[config.mk]
export PLATFORM = sky130hd
export DESIGN_NAME = charger_config_registers
export DESIGN_NICKNAME = d
export VERILOG_FILES = /design/src/hw/charger_cfg_pkg.sv /design/src/hw/watchdog_if.sv /design/src/hw/charger_config_registers.sv /design/src/hw/host_watchdog.sv
export SDC_FILE = /design/constraint.sdc
export NUM_CORES = 1
export LEC_CHECK = 0
export BUFFER_PORTS_ARGS = -buffer_cell sky130_fd_sc_hd__buf_2
export CORE_ASPECT_RATIO = 1.2
export CORE_MARGIN = 1
export CORE_UTILIZATION = 55
export DETAILED_ROUTE_END_ITERATION = 10
export PLACE_DENSITY = 0.81
export SLEW_MARGIN = 20
export SYNTH_ARGS = -nofsm -noshare
export SYNTH_HDL_FRONTEND = slang
export SYNTH_SLANG_ARGS = --single-unit
[constraint.sdc]
create_clock -name clk -period 4.1 [get_ports clk]
set_clock_uncertainty 0.1 [all_clocks]
set_input_delay 1.23 -clock clk [delete_from_list [all_inputs] [get_ports clk]]
set_output_delay 1.23 -clock clk [all_outputs]
set_load 0.02 [all_outputs]
[src/hw/charger_cfg_pkg.sv]
// Package: register map, field layout, reset values and timing constants
package charger_cfg_pkg;

  // ==========================================================
  // Register offsets
  localparam logic [7:0] KICK_REG_OFFSET  = 8'h03;
  localparam logic [7:0] VCHG_REG_OFFSET  = 8'h06;
  localparam logic [7:0] TMR_REG_OFFSET   = 8'h07;
  localparam logic [7:0] COMP_REG_OFFSET  = 8'h08;

  // ==========================================================
  // Reset values
  localparam logic [7:0] VCHG_REG_RESET   = 8'h82;
  localparam logic [7:0] TMR_REG_RESET    = 8'h9d;
  localparam logic [7:0] COMP_REG_RESET   = 8'h03;
  localparam logic [5:0] VCHG_CODE_MAX    = 6'h30;

  // ==========================================================
  // Field positions
  localparam int KICK_BIT      = 6;
  localparam int VCHG_MSB      = 7;
  localparam int VCHG_LSB      = 2;
  localparam int PRECHG_BIT    = 1;
  localparam int RECHG_BIT     = 0;
  localparam int TERM_EN_BIT   = 7;
  localparam int PIN_MUTE_BIT  = 6;
  localparam int WD_MSB        = 5;
  localparam int WD_LSB        = 4;
  localparam int TIMER_EN_BIT  = 3;
  localparam int FCT_MSB       = 2;
  localparam int FCT_LSB       = 1;
  localparam int RSVD_BIT      = 0;
  localparam int IRR_MSB       = 7;
  localparam int IRR_LSB       = 5;
  localparam int IRC_MSB       = 4;
  localparam int IRC_LSB       = 2;
  localparam int TRPT_MSB      = 1;
  localparam int TRPT_LSB      = 0;

  // ==========================================================
  // Decoded quantities
  localparam logic [12:0] VCHG_OFFSET_MV  = 13'h0f00;
  localparam logic [12:0] VCHG_STEP_MV    = 13'h0010;
  localparam logic [11:0] PRECHG_LOW_MV   = 12'haf0;
  localparam logic [11:0] PRECHG_HIGH_MV  = 12'hbb8;
  localparam logic [7:0]  RECHG_LOW_MV    = 8'h64;
  localparam logic [7:0]  RECHG_HIGH_MV   = 8'hc8;
  localparam logic [7:0]  IRR_STEP_MOHM   = 8'h14;
  localparam logic [7:0]  IRC_STEP_MV     = 8'h20;
  localparam logic [6:0]  TRPT_BASE_C     = 7'h3c;
  localparam logic [6:0]  TRPT_STEP_C     = 7'h14;
  localparam logic [4:0]  FCT_5_H         = 5'h05;
  localparam logic [4:0]  FCT_8_H         = 5'h08;
  localparam logic [4:0]  FCT_12_H        = 5'h0c;
  localparam logic [4:0]  FCT_20_H        = 5'h14;

  // ==========================================================
  // Watchdog timing
  localparam logic [7:0]  WD_40_S         = 8'h28;
  localparam logic [7:0]  WD_80_S         = 8'h50;
  localparam logic [7:0]  WD_160_S        = 8'ha0;
  localparam longint      CLK_HZ          = 64'h0000_0000_0131_2d00;
  localparam longint      WD_TICK_S       = 64'h1;
  localparam int          WD_TICK_CYCLES  = int'(CLK_HZ * WD_TICK_S);
  localparam logic [6:0]  I2C_ADDR_RESET  = 7'h35;

  // ==========================================================
  // Enumerations
  typedef enum logic [2:0] {
    ST_IDLE = 3'b000,
    ST_RX   = 3'b001,
    ST_ACK  = 3'b010,
    ST_TX   = 3'b011,
    ST_MACK = 3'b100
  } i2c_state_type;

  typedef enum logic [1:0] {
    PH_ADDR = 2'b00,
    PH_PTR  = 2'b01,
    PH_DATA = 2'b10
  } i2c_phase_type;

  // Timeout in seconds, zero when disabled
  function automatic logic [7:0] wd_limit(input logic [1:0] sel);
    logic [7:0] lim;
    lim = 8'h00;
    unique case (sel)
      2'b00: lim = 8'h00;
      2'b01: lim = WD_40_S;
      2'b10: lim = WD_80_S;
      2'b11: lim = WD_160_S;
    endcase
    return lim;
  endfunction

endpackage

[src/hw/watchdog_if.sv]
// Interface: link between register bank and host watchdog timer
`timescale 1ns/1ps
interface watchdog_if;
  logic [1:0] period;
  logic       kick;
  logic       expired;

  modport owner (output period, output kick, input expired);
  modport timer (input period, input kick, output expired);
endinterface

[src/hw/charger_config_registers.sv]
// Charger configuration register bank with serial slave and watchdog
`timescale 1ns/1ps
module charger_config_registers
  import charger_cfg_pkg::*;
#(
  parameter int         TICK_CYCLES = WD_TICK_CYCLES,
  parameter logic [6:0] DEV_ADDR    = I2C_ADDR_RESET
) (
  // Clock and reset
  input  wire logic        clk,
  input  wire logic        reset_n,
  // Serial bus pins
  input  wire logic        scl_in,
  input  wire logic        sda_in,
  output logic             sda_out,
  output logic             sda_oe,
  // Charger state inputs
  input  wire logic        charge_status_active,
  input  wire logic        term_current_reached,
  input  wire logic        charging_active,
  // Status pin, open drain
  output logic             status_pin_out,
  output logic             status_pin_oe,
  // Charger control outputs
  output logic             terminate_charge,
  output logic             safety_timer_run,
  output logic             watchdog_expired,
  // Configuration fields
  output logic [5:0]       charge_voltage_code,
  output logic             precharge_exit_threshold,
  output logic             recharge_offset_select,
  output logic             termination_enable,
  output logic             status_pin_disable,
  output logic [1:0]       watchdog_period,
  output logic             safety_timer_enable,
  output logic [1:0]       fast_charge_time_limit,
  output logic             reserved_timer_bit,
  output logic [2:0]       ir_comp_resistance,
  output logic [2:0]       ir_comp_clamp,
  output logic [1:0]       thermal_regulation_point,
  // Decoded values
  output logic [12:0]      charge_voltage_mv,
  output logic [11:0]      precharge_exit_mv,
  output logic [7:0]       recharge_offset_mv,
  output logic [7:0]       watchdog_timeout_s,
  output logic [4:0]       fast_charge_hours,
  output logic [7:0]       ir_comp_mohm,
  output logic [7:0]       ir_comp_clamp_mv,
  output logic [6:0]       thermal_point_c
);

  typedef struct packed {
    i2c_state_type state;
    i2c_phase_type phase;
    logic [3:0]    bit_cnt;
    logic [7:0]    shift;
    logic [7:0]    ptr;
    logic          rd;
    logic          sda_oe;
    logic          scl_q;
    logic          sda_q;
    logic [7:0]    vchg_cfg;
    logic [7:0]    tmr_cfg;
    logic [7:0]    comp_cfg;
    logic          kick;
    logic          stat_oe;
  } bank_state_type;

  bank_state_type r_ff;
  bank_state_type nxt_r;
  logic           scl_rise;
  logic           scl_fall;
  logic           bus_start;
  logic           bus_stop;
  logic [7:0]     rd_data;

  watchdog_if wd ();

  host_watchdog #(
    .TICK_CYCLES (TICK_CYCLES)
  ) u_watchdog (
    .clk     (clk),
    .reset_n (reset_n),
    .wd      (wd)
  );

  assign wd.period = r_ff.tmr_cfg[WD_MSB:WD_LSB];
  assign wd.kick   = r_ff.kick;

  // ==========================================================
  // Bus events
  // Inputs are already synchronous, so one stage finds the edges
  assign scl_rise  = scl_in & ~r_ff.scl_q;
  assign scl_fall  = ~scl_in & r_ff.scl_q;
  assign bus_start = scl_in & r_ff.scl_q & ~sda_in & r_ff.sda_q;
  assign bus_stop  = scl_in & r_ff.scl_q & sda_in & ~r_ff.sda_q;

  // Unmapped offsets read as zero
  always_comb begin
    rd_data = 8'h00;
    unique case (r_ff.ptr)
      KICK_REG_OFFSET: rd_data = 8'h00 | (8'(r_ff.kick) << KICK_BIT);
      VCHG_REG_OFFSET: rd_data = r_ff.vchg_cfg;
      TMR_REG_OFFSET:  rd_data = r_ff.tmr_cfg;
      COMP_REG_OFFSET: rd_data = r_ff.comp_cfg;
      default:         rd_data = 8'h00;
    endcase
  end

  // ==========================================================
  // Slave state machine and register writes
  always_comb begin
    nxt_r       = r_ff;
    nxt_r.scl_q = scl_in;
    nxt_r.sda_q = sda_in;
    nxt_r.kick  = 1'b0;
    if (bus_start) begin
      nxt_r.state   = ST_RX;
      nxt_r.phase   = PH_ADDR;
      nxt_r.bit_cnt = 4'h0;
      nxt_r.sda_oe  = 1'b0;
    end else if (bus_stop) begin
      nxt_r.state  = ST_IDLE;
      nxt_r.sda_oe = 1'b0;
    end else begin
      unique case (r_ff.state)
        ST_IDLE: begin
          nxt_r.sda_oe = 1'b0;
        end
        ST_RX: begin
          if (scl_rise && r_ff.bit_cnt != 4'h8) begin
            nxt_r.shift   = {r_ff.shift[6:0], sda_in};
            nxt_r.bit_cnt = r_ff.bit_cnt + 4'h1;
          end else if (scl_fall && r_ff.bit_cnt == 4'h8) begin
            nxt_r.bit_cnt = 4'h0;
            nxt_r.state   = ST_ACK;
            nxt_r.sda_oe  = 1'b1;
            unique case (r_ff.phase)
              PH_ADDR: begin
                if (r_ff.shift[7:1] == DEV_ADDR) begin
                  nxt_r.rd    = r_ff.shift[0];
                  nxt_r.phase = PH_PTR;
                end else begin
                  nxt_r.state  = ST_IDLE;
                  nxt_r.sda_oe = 1'b0;
                end
              end
              PH_PTR: begin
                nxt_r.ptr   = r_ff.shift;
                nxt_r.phase = PH_DATA;
              end
              PH_DATA: begin
                nxt_r.ptr = r_ff.ptr + 8'h01;
                unique case (r_ff.ptr)
                  KICK_REG_OFFSET: begin
                    nxt_r.kick = r_ff.shift[KICK_BIT];
                  end
                  VCHG_REG_OFFSET: begin
                    nxt_r.vchg_cfg = r_ff.shift;
                    // Clamp keeps the limit at its top code
                    if (r_ff.shift[VCHG_MSB:VCHG_LSB] > VCHG_CODE_MAX)
                      nxt_r.vchg_cfg[VCHG_MSB:VCHG_LSB] = VCHG_CODE_MAX;
                  end
                  TMR_REG_OFFSET: begin
                    nxt_r.tmr_cfg = r_ff.shift;
                  end
                  COMP_REG_OFFSET: begin
                    nxt_r.comp_cfg = r_ff.shift;
                  end
                  default: begin
                    nxt_r.ptr = r_ff.ptr + 8'h01;
                  end
                endcase
              end
              default: begin
                nxt_r.state  = ST_IDLE;
                nxt_r.sda_oe = 1'b0;
              end
            endcase
          end
        end
        ST_ACK: begin
          if (scl_rise) begin
            nxt_r.bit_cnt = 4'h1;
          end else if (scl_fall && r_ff.bit_cnt == 4'h1) begin
            nxt_r.bit_cnt = 4'h0;
            if (r_ff.rd) begin
              nxt_r.shift  = rd_data;
              nxt_r.ptr    = r_ff.ptr + 8'h01;
              nxt_r.sda_oe = ~rd_data[7];
              nxt_r.state  = ST_TX;
            end else begin
              nxt_r.sda_oe = 1'b0;
              nxt_r.state  = ST_RX;
            end
          end
        end
        ST_TX: begin
          if (scl_fall) begin
            if (r_ff.bit_cnt == 4'h7) begin
              nxt_r.bit_cnt = 4'h0;
              nxt_r.sda_oe  = 1'b0;
              nxt_r.state   = ST_MACK;
            end else begin
              nxt_r.bit_cnt = r_ff.bit_cnt + 4'h1;
              nxt_r.shift   = {r_ff.shift[6:0], 1'b0};
              nxt_r.sda_oe  = ~r_ff.shift[6];
            end
          end
        end
        ST_MACK: begin
          // A not-acknowledge ends the read burst
          if (scl_rise) begin
            if (sda_in)
              nxt_r.state = ST_IDLE;
            else
              nxt_r.bit_cnt = 4'h1;
          end else if (scl_fall && r_ff.bit_cnt == 4'h1) begin
            nxt_r.bit_cnt = 4'h0;
            nxt_r.shift   = rd_data;
            nxt_r.ptr     = r_ff.ptr + 8'h01;
            nxt_r.sda_oe  = ~rd_data[7];
            nxt_r.state   = ST_TX;
          end
        end
        default: begin
          nxt_r.state  = ST_IDLE;
          nxt_r.sda_oe = 1'b0;
        end
      endcase
    end
    // Expiry beats a host write landing in the same cycle
    if (wd.expired) begin
      nxt_r.vchg_cfg = VCHG_REG_RESET;
      nxt_r.tmr_cfg  = TMR_REG_RESET;
      nxt_r.comp_cfg = COMP_REG_RESET;
    end
    nxt_r.stat_oe = charge_status_active & ~r_ff.tmr_cfg[PIN_MUTE_BIT];
  end

  always_ff @(posedge clk or negedge reset_n) begin
    if (!reset_n) begin
      r_ff          <= '0;
      r_ff.state    <= ST_IDLE;
      r_ff.phase    <= PH_ADDR;
      r_ff.scl_q    <= 1'b1;
      r_ff.sda_q    <= 1'b1;
      r_ff.vchg_cfg <= VCHG_REG_RESET;
      r_ff.tmr_cfg  <= TMR_REG_RESET;
      r_ff.comp_cfg <= COMP_REG_RESET;
    end else begin
      r_ff <= nxt_r;
    end
  end

  // ==========================================================
  // Outputs
  assign sda_out          = 1'b0;
  assign sda_oe           = r_ff.sda_oe;
  assign status_pin_out   = 1'b0;
  assign status_pin_oe    = r_ff.stat_oe;
  assign watchdog_expired = wd.expired;

  assign terminate_charge = term_current_reached &
                            r_ff.tmr_cfg[TERM_EN_BIT];
  assign safety_timer_run = charging_active &
                            r_ff.tmr_cfg[TIMER_EN_BIT];

  assign charge_voltage_code      = r_ff.vchg_cfg[VCHG_MSB:VCHG_LSB];
  assign precharge_exit_threshold = r_ff.vchg_cfg[PRECHG_BIT];
  assign recharge_offset_select   = r_ff.vchg_cfg[RECHG_BIT];
  assign termination_enable       = r_ff.tmr_cfg[TERM_EN_BIT];
  assign status_pin_disable       = r_ff.tmr_cfg[PIN_MUTE_BIT];
  assign watchdog_period          = r_ff.tmr_cfg[WD_MSB:WD_LSB];
  assign safety_timer_enable      = r_ff.tmr_cfg[TIMER_EN_BIT];
  assign fast_charge_time_limit   = r_ff.tmr_cfg[FCT_MSB:FCT_LSB];
  assign reserved_timer_bit       = r_ff.tmr_cfg[RSVD_BIT];
  assign ir_comp_resistance       = r_ff.comp_cfg[IRR_MSB:IRR_LSB];
  assign ir_comp_clamp            = r_ff.comp_cfg[IRC_MSB:IRC_LSB];
  assign thermal_regulation_point = r_ff.comp_cfg[TRPT_MSB:TRPT_LSB];

  assign charge_voltage_mv  = VCHG_OFFSET_MV +
                              13'(charge_voltage_code) * VCHG_STEP_MV;
  assign precharge_exit_mv  = precharge_exit_threshold ?
                              PRECHG_HIGH_MV : PRECHG_LOW_MV;
  assign recharge_offset_mv = recharge_offset_select ?
                              RECHG_HIGH_MV : RECHG_LOW_MV;
  assign watchdog_timeout_s = wd_limit(watchdog_period);
  assign ir_comp_mohm       = 8'(ir_comp_resistance) * IRR_STEP_MOHM;
  assign ir_comp_clamp_mv   = 8'(ir_comp_clamp) * IRC_STEP_MV;
  assign thermal_point_c    = TRPT_BASE_C + TRPT_STEP_C *
                              7'(thermal_regulation_point);

  always_comb begin
    fast_charge_hours = FCT_12_H;
    unique case (fast_charge_time_limit)
      2'b00: fast_charge_hours = FCT_5_H;
      2'b01: fast_charge_hours = FCT_8_H;
      2'b10: fast_charge_hours = FCT_12_H;
      2'b11: fast_charge_hours = FCT_20_H;
    endcase
  end

endmodule // charger_config_registers

[src/hw/host_watchdog.sv]
// Host watchdog timer: one-second tick divider and seconds counter
`timescale 1ns/1ps
module host_watchdog
  import charger_cfg_pkg::*;
#(
  parameter int TICK_CYCLES = WD_TICK_CYCLES
) (
  // Clock and reset
  input  wire logic clk,
  input  wire logic reset_n,
  // Register bank side
  watchdog_if.timer wd
);

  localparam int TW = (TICK_CYCLES > 1) ? $clog2(TICK_CYCLES) : 1;
  localparam logic [TW-1:0] TICK_LAST = TW'(TICK_CYCLES - 1);

  if (TICK_CYCLES < 2) begin : g_bad_tick
    $error("host_watchdog: TICK_CYCLES must be at least 2");
  end

  typedef struct packed {
    logic [TW-1:0] tick_cnt;
    logic [7:0]    sec_cnt;
    logic          expired;
  } wd_state_type;

  wd_state_type r_ff;
  wd_state_type nxt_r;
  logic [7:0]   limit;

  assign limit      = wd_limit(wd.period);
  assign wd.expired = r_ff.expired;

  // ==========================================================
  // Counting
  always_comb begin
    nxt_r         = r_ff;
    nxt_r.expired = 1'b0;
    // Kick or disable restarts from zero
    if (wd.kick || limit == 8'h00) begin
      nxt_r.tick_cnt = '0;
      nxt_r.sec_cnt  = 8'h00;
    end else if (r_ff.tick_cnt == TICK_LAST) begin
      nxt_r.tick_cnt = '0;
      if (r_ff.sec_cnt + 8'h01 >= limit) begin
        nxt_r.expired = 1'b1;
        nxt_r.sec_cnt = 8'h00;
      end else begin
        nxt_r.sec_cnt = r_ff.sec_cnt + 8'h01;
      end
    end else begin
      nxt_r.tick_cnt = r_ff.tick_cnt + TW'(1);
    end
  end

  always_ff @(posedge clk or negedge reset_n) begin
    if (!reset_n) begin
      r_ff <= '0;
    end else begin
      r_ff <= nxt_r;
    end
  end

endmodule // host_watchdog

==> impl_metrics.tcl, run 1 <==
set metrics [dict create \
    ant_nets 0 \
    yosysTopAreaCell "dfrtp_1" \
    fp.dieArea_um2 11100 \
    path_class "primary input to flop" \
    async_flop_share_pct 100 \
    start_util_pct 57.5 \
    detail_route.wl_per_cell_um 15.8 \
    core-area_um2 10200 \
    grt_pass1_wl_um 21600 \
    cts-root-buf "clkbuf_16" \
    leakagePower_nw 2.88 \
    worst_slew_pin_slew_ns 0.949 \
    startpoint_type "primary input" \
    crit_required_ns 4.23 \
    crit_fanout 17 \
    synth_edf_count 0 \
    rr_startpoint "r_ff[27]" \
    hp-class "flop to flop" \
    ys.flop_type "dfrtp_1" \
    end_kind "flop" \
    synth_area_leaders "dfrtp_1, buf_4, ha_1, dfstp_2, nand2_1" \
    clk_pin_slew_ns 0.06 \
    crit_chain "buf_2, nor3b_4, nor2b_1, o211ai_1, a21boi_2, nand2_1, a22o_1" \
    ys_top_cells_by_count "dfrtp_1, nand2_1, buf_4" \
    place_ws_ns 0.477 \
    antenna_found_initial 0 \
    synth_cells 681 \
    ioPinCount 107 \
    cts-buffers-inserted 9 \
    p_int_mw 1.74 \
    cts_tree "yes" \
    nets 744 \
    worstHoldStart "sda_oe" \
    fin_crit_sh_pct 80.5 \
    die_w_um 96.4 \
    dpl.hpwl_um 9550 \
    p_switching_mw 0.853 \
    cts_buffer_depth 2 \
    relSlewSlack_pct 36.4 \
    fillerInstances 859 \
    synth_cell_types 68 \
    synth.cell_area_um2 5880 \
    synth_most_common_cell "dfrtp_1" \
    grt_pass1_vias 4462 \
    setup_ws_ns 0.800 \
    num_rows 40 \
    dr_total_vias 4832 \
    synth_top_area_share_pct 33.2 \
    grt_overflow_total 0 \
    gp_congestion 0.956 \
    drv_cap 0 \
    insertion_delay_ns 0.35 \
    max_stage_delay_ns 0.58 \
    power_density_nw_per_um2 413 \
    drive_above_1_share_pct 16.9 \
    status "complete, no violations" \
    die_h_um 115 \
    clkPwrFrac_pct 37.5 \
    seqPwrFrac_pct 43.3 \
    cpMaxStageDelayCell "nor2b_1" \
    viasPerCell 5.75 \
    track_usage_pct 25.2 \
    drc_errors 0 \
    wl_um 13300 \
    postCtsHoldBufs 0 \
    seq_area_frac_synth_pct 38.1 \
    p_comb_share_pct 19.2 \
    finalHoldViolations 0 \
    post_cts_buffers 0 \
    switching_share_pct 32.8 \
    finalSetupTns_ns 0 \
    ys_ff_latch 89 \
    ir_worst_vdd_mv 0.214 \
    ys_warn_count 0 \
    syn_avg_cell_area_um2 8.63 \
    max_freq_ghz 0.303 \
    clkSinkCount 89 \
    area_delta_synth_final_pct 6.90 \
    numPortBuffers 74 \
    setup_viol 0 \
    period_needed_ns 3.30 \
    final-max-slew-violation-count 0 \
    antenna_cells 0 \
    total_power_mw 2.60 \
    drtIter0Drc 381 \
    grt_max_degree 37 \
    rsz0062_at_grt "no" \
    drt-pass1-iter-count 5 \
    startpoint "scl_in" \
    reg2reg_slack_ns 1.22 \
    cts.repair.resized 0 \
    cts-htree-levels 3 \
    crit_arrival_ns 3.43 \
]
==> critical path, delay by kind of cell <==
family | cells | cell delay (ns)
AOI/OAI and AO/OA | 3 | 1.06
and+or+nand+nor | 3 | 0.99
buffers and inverters | 1 | 0.16
==> final timing paths <==
| check | end | cells after the start |
|---|---|---|
| setup / recovery | r_ff[37] | 7 |
| hold / removal | sda_oe | 1 |
| setup reg to reg | r_ff[37] | 6 |
| hold reg to reg | sda_oe | 1 |
| max in group asynchronous | watchdog_period[0] | 2 |
| min in group asynchronous | status_pin_oe | 1 |
==> power groups by stage <==
stage	combinational (mW)	sequential, mW	clock (mW)
4_1_cts	0.498	1.12	0.982
3_5_place_dp	0.494	1.13	0
6_report	0.500	1.12	0.974
2_1_floorplan	0.461	1.05	0
5_1_grt	0.575	1.14	1.01
3_3_place_gp	0.480	1.13	0
==> cells by family (layout without fill, tap and decap cells) <==
logic type	Yosys count	in the layout	synth area share [%]
AOI/OAI and AO/OA	131	131	14.2
xor gates and xnor gates	30	30	4.47
adders and majority gates	27	27	5.75
buffers and inverters	133	137	13.3
DFF	89	89	38.1
muxes	15	15	2.62
other	2	32	0.128
and+or+nand+nor	254	254	21.4
==> registers in the layout, summed over array words and instances (netlist names), 2 cells and up <==
register / count
r_ff: 28
watchdog_period: 2
charge_voltage_code: 6
ir_comp_clamp: 3
ir_comp_resistance: 3
u_watchdog.r_ff: 33
thermal_regulation_point: 2
fast_charge_time_limit: 2
==> placed cells by master (no fill, tap or decap), types with 3 or more instances in the layout <==
cell and count:
nand3_1 39, buf_2 73, nor2_1 68, and4_1 3, a221oi_1 4, nand4_1 9, inv_1 41, o21a_1 4
and3_1 6, o211ai_1 11, xnor2_1 18, or2_2 3, bufinv_16 3, dfstp_2 11, and2_1 3, ha_1 27
dfrtp_1 78, nor4_1 4, nand2b_1 4, o21ai_0 32, mux2i_1 12, nand2_1 74, a22o_1 5, nor3_1 10
xor2_1 12, mux2_2 3, or3_1 3, buf_4 6, a22oi_1 10, conb_1 32, clkbuf_16 9, a21oi_1 39
nor2b_1 10, nand3b_1 3
==> layout make-up <==
type	instances	area [um2]	area share, %
timing repair buffer	79	410	6.53
sequential	89	2240	35.7
multi-input combinational	489	2970	47.2
tap	126	158	2.51
inverter	42	158	2.51
clock inverter	7	124	1.97
clock buffer	9	225	3.59
==> per-layer routing <==
metal / up-vias / GRT usage (%) / wire, um
li1: 2302 / - / -
met1: 2313 / 32.1 / 5560
met2: 193 / 42.5 / 6680
met3: 24 / 4.50 / 744
met4: 0 / 9.90 / 268
met5: - / 0 / 0
==> through the flow <==
step	utilization, %	cell area, um2	cells	hold WS, ns
6_report	61.5	6280	841	0.393
5_1_grt	61.5	6280	841	0.422
4_1_cts	61.5	6280	841	0.398
3_5_place_dp	58.1	5930	825	0.383
3_3_place_gp	58.1	5930	825	0.377
2_1_floorplan	-	5990	711	0.355
(Power assumes the default switching activity.)
==> run 2, diff against run 1 <==
==> constraint.sdc (replaced) <==
create_clock -name clk -period 3.3 [get_ports clk]
set_clock_uncertainty 0.1 [all_clocks]
set_input_delay 0.99 -clock clk [delete_from_list [all_inputs] [get_ports clk]]
set_output_delay 0.99 -clock clk [all_outputs]
set_load 0.02 [all_outputs]
==> impl_metrics.tcl, run 2 (same netlist as run 1, synthesis figures left out) <==
set metrics [dict create \
    dpl.hpwl_um 10100 \
    place_ws_ns 0.163 \
    whs_endpoint "u_watchdog.r_ff[9]" \
    track_usage_pct 25.9 \
    antenna_found_initial 0 \
    cts.repair.resized 0 \
    postCtsHoldBufs 0 \
    fin_crit_sh_pct 85.5 \
    antenna_cells 0 \
    max_freq_ghz 0.354 \
    status "complete, no violations" \
    drv_cap 0 \
    start_util_pct 57.5 \
    top_register "u_watchdog.r_ff" \
    ir_worst_vdd_mv 0.312 \
    drive_above_1_share_pct 17.7 \
    nets 751 \
    power_density_nw_per_um2 493 \
    grt_max_degree 46 \
    largest_reg_flops 33 \
    die_h_um 115 \
    grt_overflow_total 0 \
    startpoint_type "primary input" \
    clkSinkCount 89 \
    hp-class "flop to flop" \
    dr_total_vias 4908 \
    fp.dieArea_um2 11100 \
    drtIter0Drc 275 \
    num_rows 40 \
    relSlewSlack_pct 50.5 \
    die_w_um 96.4 \
    final-max-slew-violation-count 0 \
    post_cts_buffers 0 \
    core-area_um2 10200 \
    hold_slack_ns 0.394 \
    cts-root-buf "clkbuf_16" \
    r2r-end "watchdog_period[1]" \
    finalSetupTns_ns 0 \
    worst_slew_pin_slew_ns 0.741 \
    finalHoldViolations 0 \
    stdcell_area_um2 6300 \
    ant_nets 0 \
    r2r_cells 5 \
    numPortBuffers 74 \
    final_common_cell "dfrtp_1" \
    detail_route.wl_per_cell_um 16.3 \
    crit_fanout 10 \
    wl_um 13800 \
    grt_pass1_vias 4659 \
    area_delta_synth_final_pct 7.20 \
    setup_viol 0 \
    clk_pin_slew_ns 0.07 \
    cts-buffers-inserted 9 \
    dpl_cell_area_um2 6000 \
    reg2reg_slack_ns 0.67 \
    setup_ws_ns 0.478 \
    drc_errors 0 \
    rsz0062_at_grt "no" \
    period_needed_ns 2.82 \
    viasPerCell 5.79 \
    drt-pass1-iter-count 5 \
    cts-htree-levels 3 \
    insertion_delay_ns 0.35 \
    fillerInstances 855 \
    path_class "primary input to flop" \
    final_cell_mix "dfrtp_1, nand2_1, buf_2, nor2_1, inv_1" \
    crit_required_ns 3.43 \
    end_kind "flop" \
    crit_arrival_ns 2.95 \
    grt_pass1_wl_um 22300 \
    cts_buffer_depth 2 \
    ioPinCount 107 \
    cts_tree "yes" \
    hold-path-cell-count 1 \
    gp_congestion 0.914 \
    rr_startpoint "r_ff[34]" \
    leakagePower_nw 2.89 \
    worstHoldStart "u_watchdog.r_ff[9]" \
]
## run 2: worst max path at each step
stage,startpoint,cells past startpoint,slack [ns],end
floorplan,scl_in,7,0.53,r_ff[52]
global placement,scl_in,7,0.25,r_ff[54]
detailed placement,scl_in,7,0.16,r_ff[54]
CTS,scl_in,7,0.54,r_ff[54]
global route,scl_in,8,0.31,r_ff[43]
finish,scl_in,8,0.48,r_ff[41]
## run 2: layout make-up
type	count	area, um2	area share [%]
sequential	89	2240	35.6
multi-input combinational	489	2970	47.1
inverter	42	158	2.50
clock buffer	9	225	3.58
clock inverter	7	76.3	1.21
tap	126	158	2.50
timing repair buffer	86	475	7.55
## run 2: critical path, stage by stage
cell and delay (ns):
buf_2 0.18, nor2b_1 0.45, o21ai_1 0.26, nor3_1 0.37
o211ai_1 0.30, buf_4 0.25, nand2_1 0.06, o21ai_0 0.08
## run 2: stage by stage
| step | utilization [%] | total power, mW | cells |
|---|---|---|---|
| after floorplan | - | 1.87 | 711 |
| after global placement | 58.7 | 2.03 | 832 |
| after detailed placement | 58.7 | 2.05 | 832 |
| after CTS | 61.7 | 3.11 | 848 |
| after global routing | 61.7 | 3.26 | 848 |
| final | 61.7 | 3.10 | 848 |
## run 2: power breakdown
group | leakage (nW) | internal, mW | switching, mW
combinational | 1.58 | 0.247 | 0.408
clock | 0.148 | 0.595 | 0.462
sequential | 1.16 | 1.19 | 0.202
## run 2: metal layers
layer / part of all wire (%) / track usage, %
met2: 51 / 44.2
met3: 5.5 / 4.43
met4: 2.4 / 10.7
met1: 41 / 32.3
met5: 0 / 0
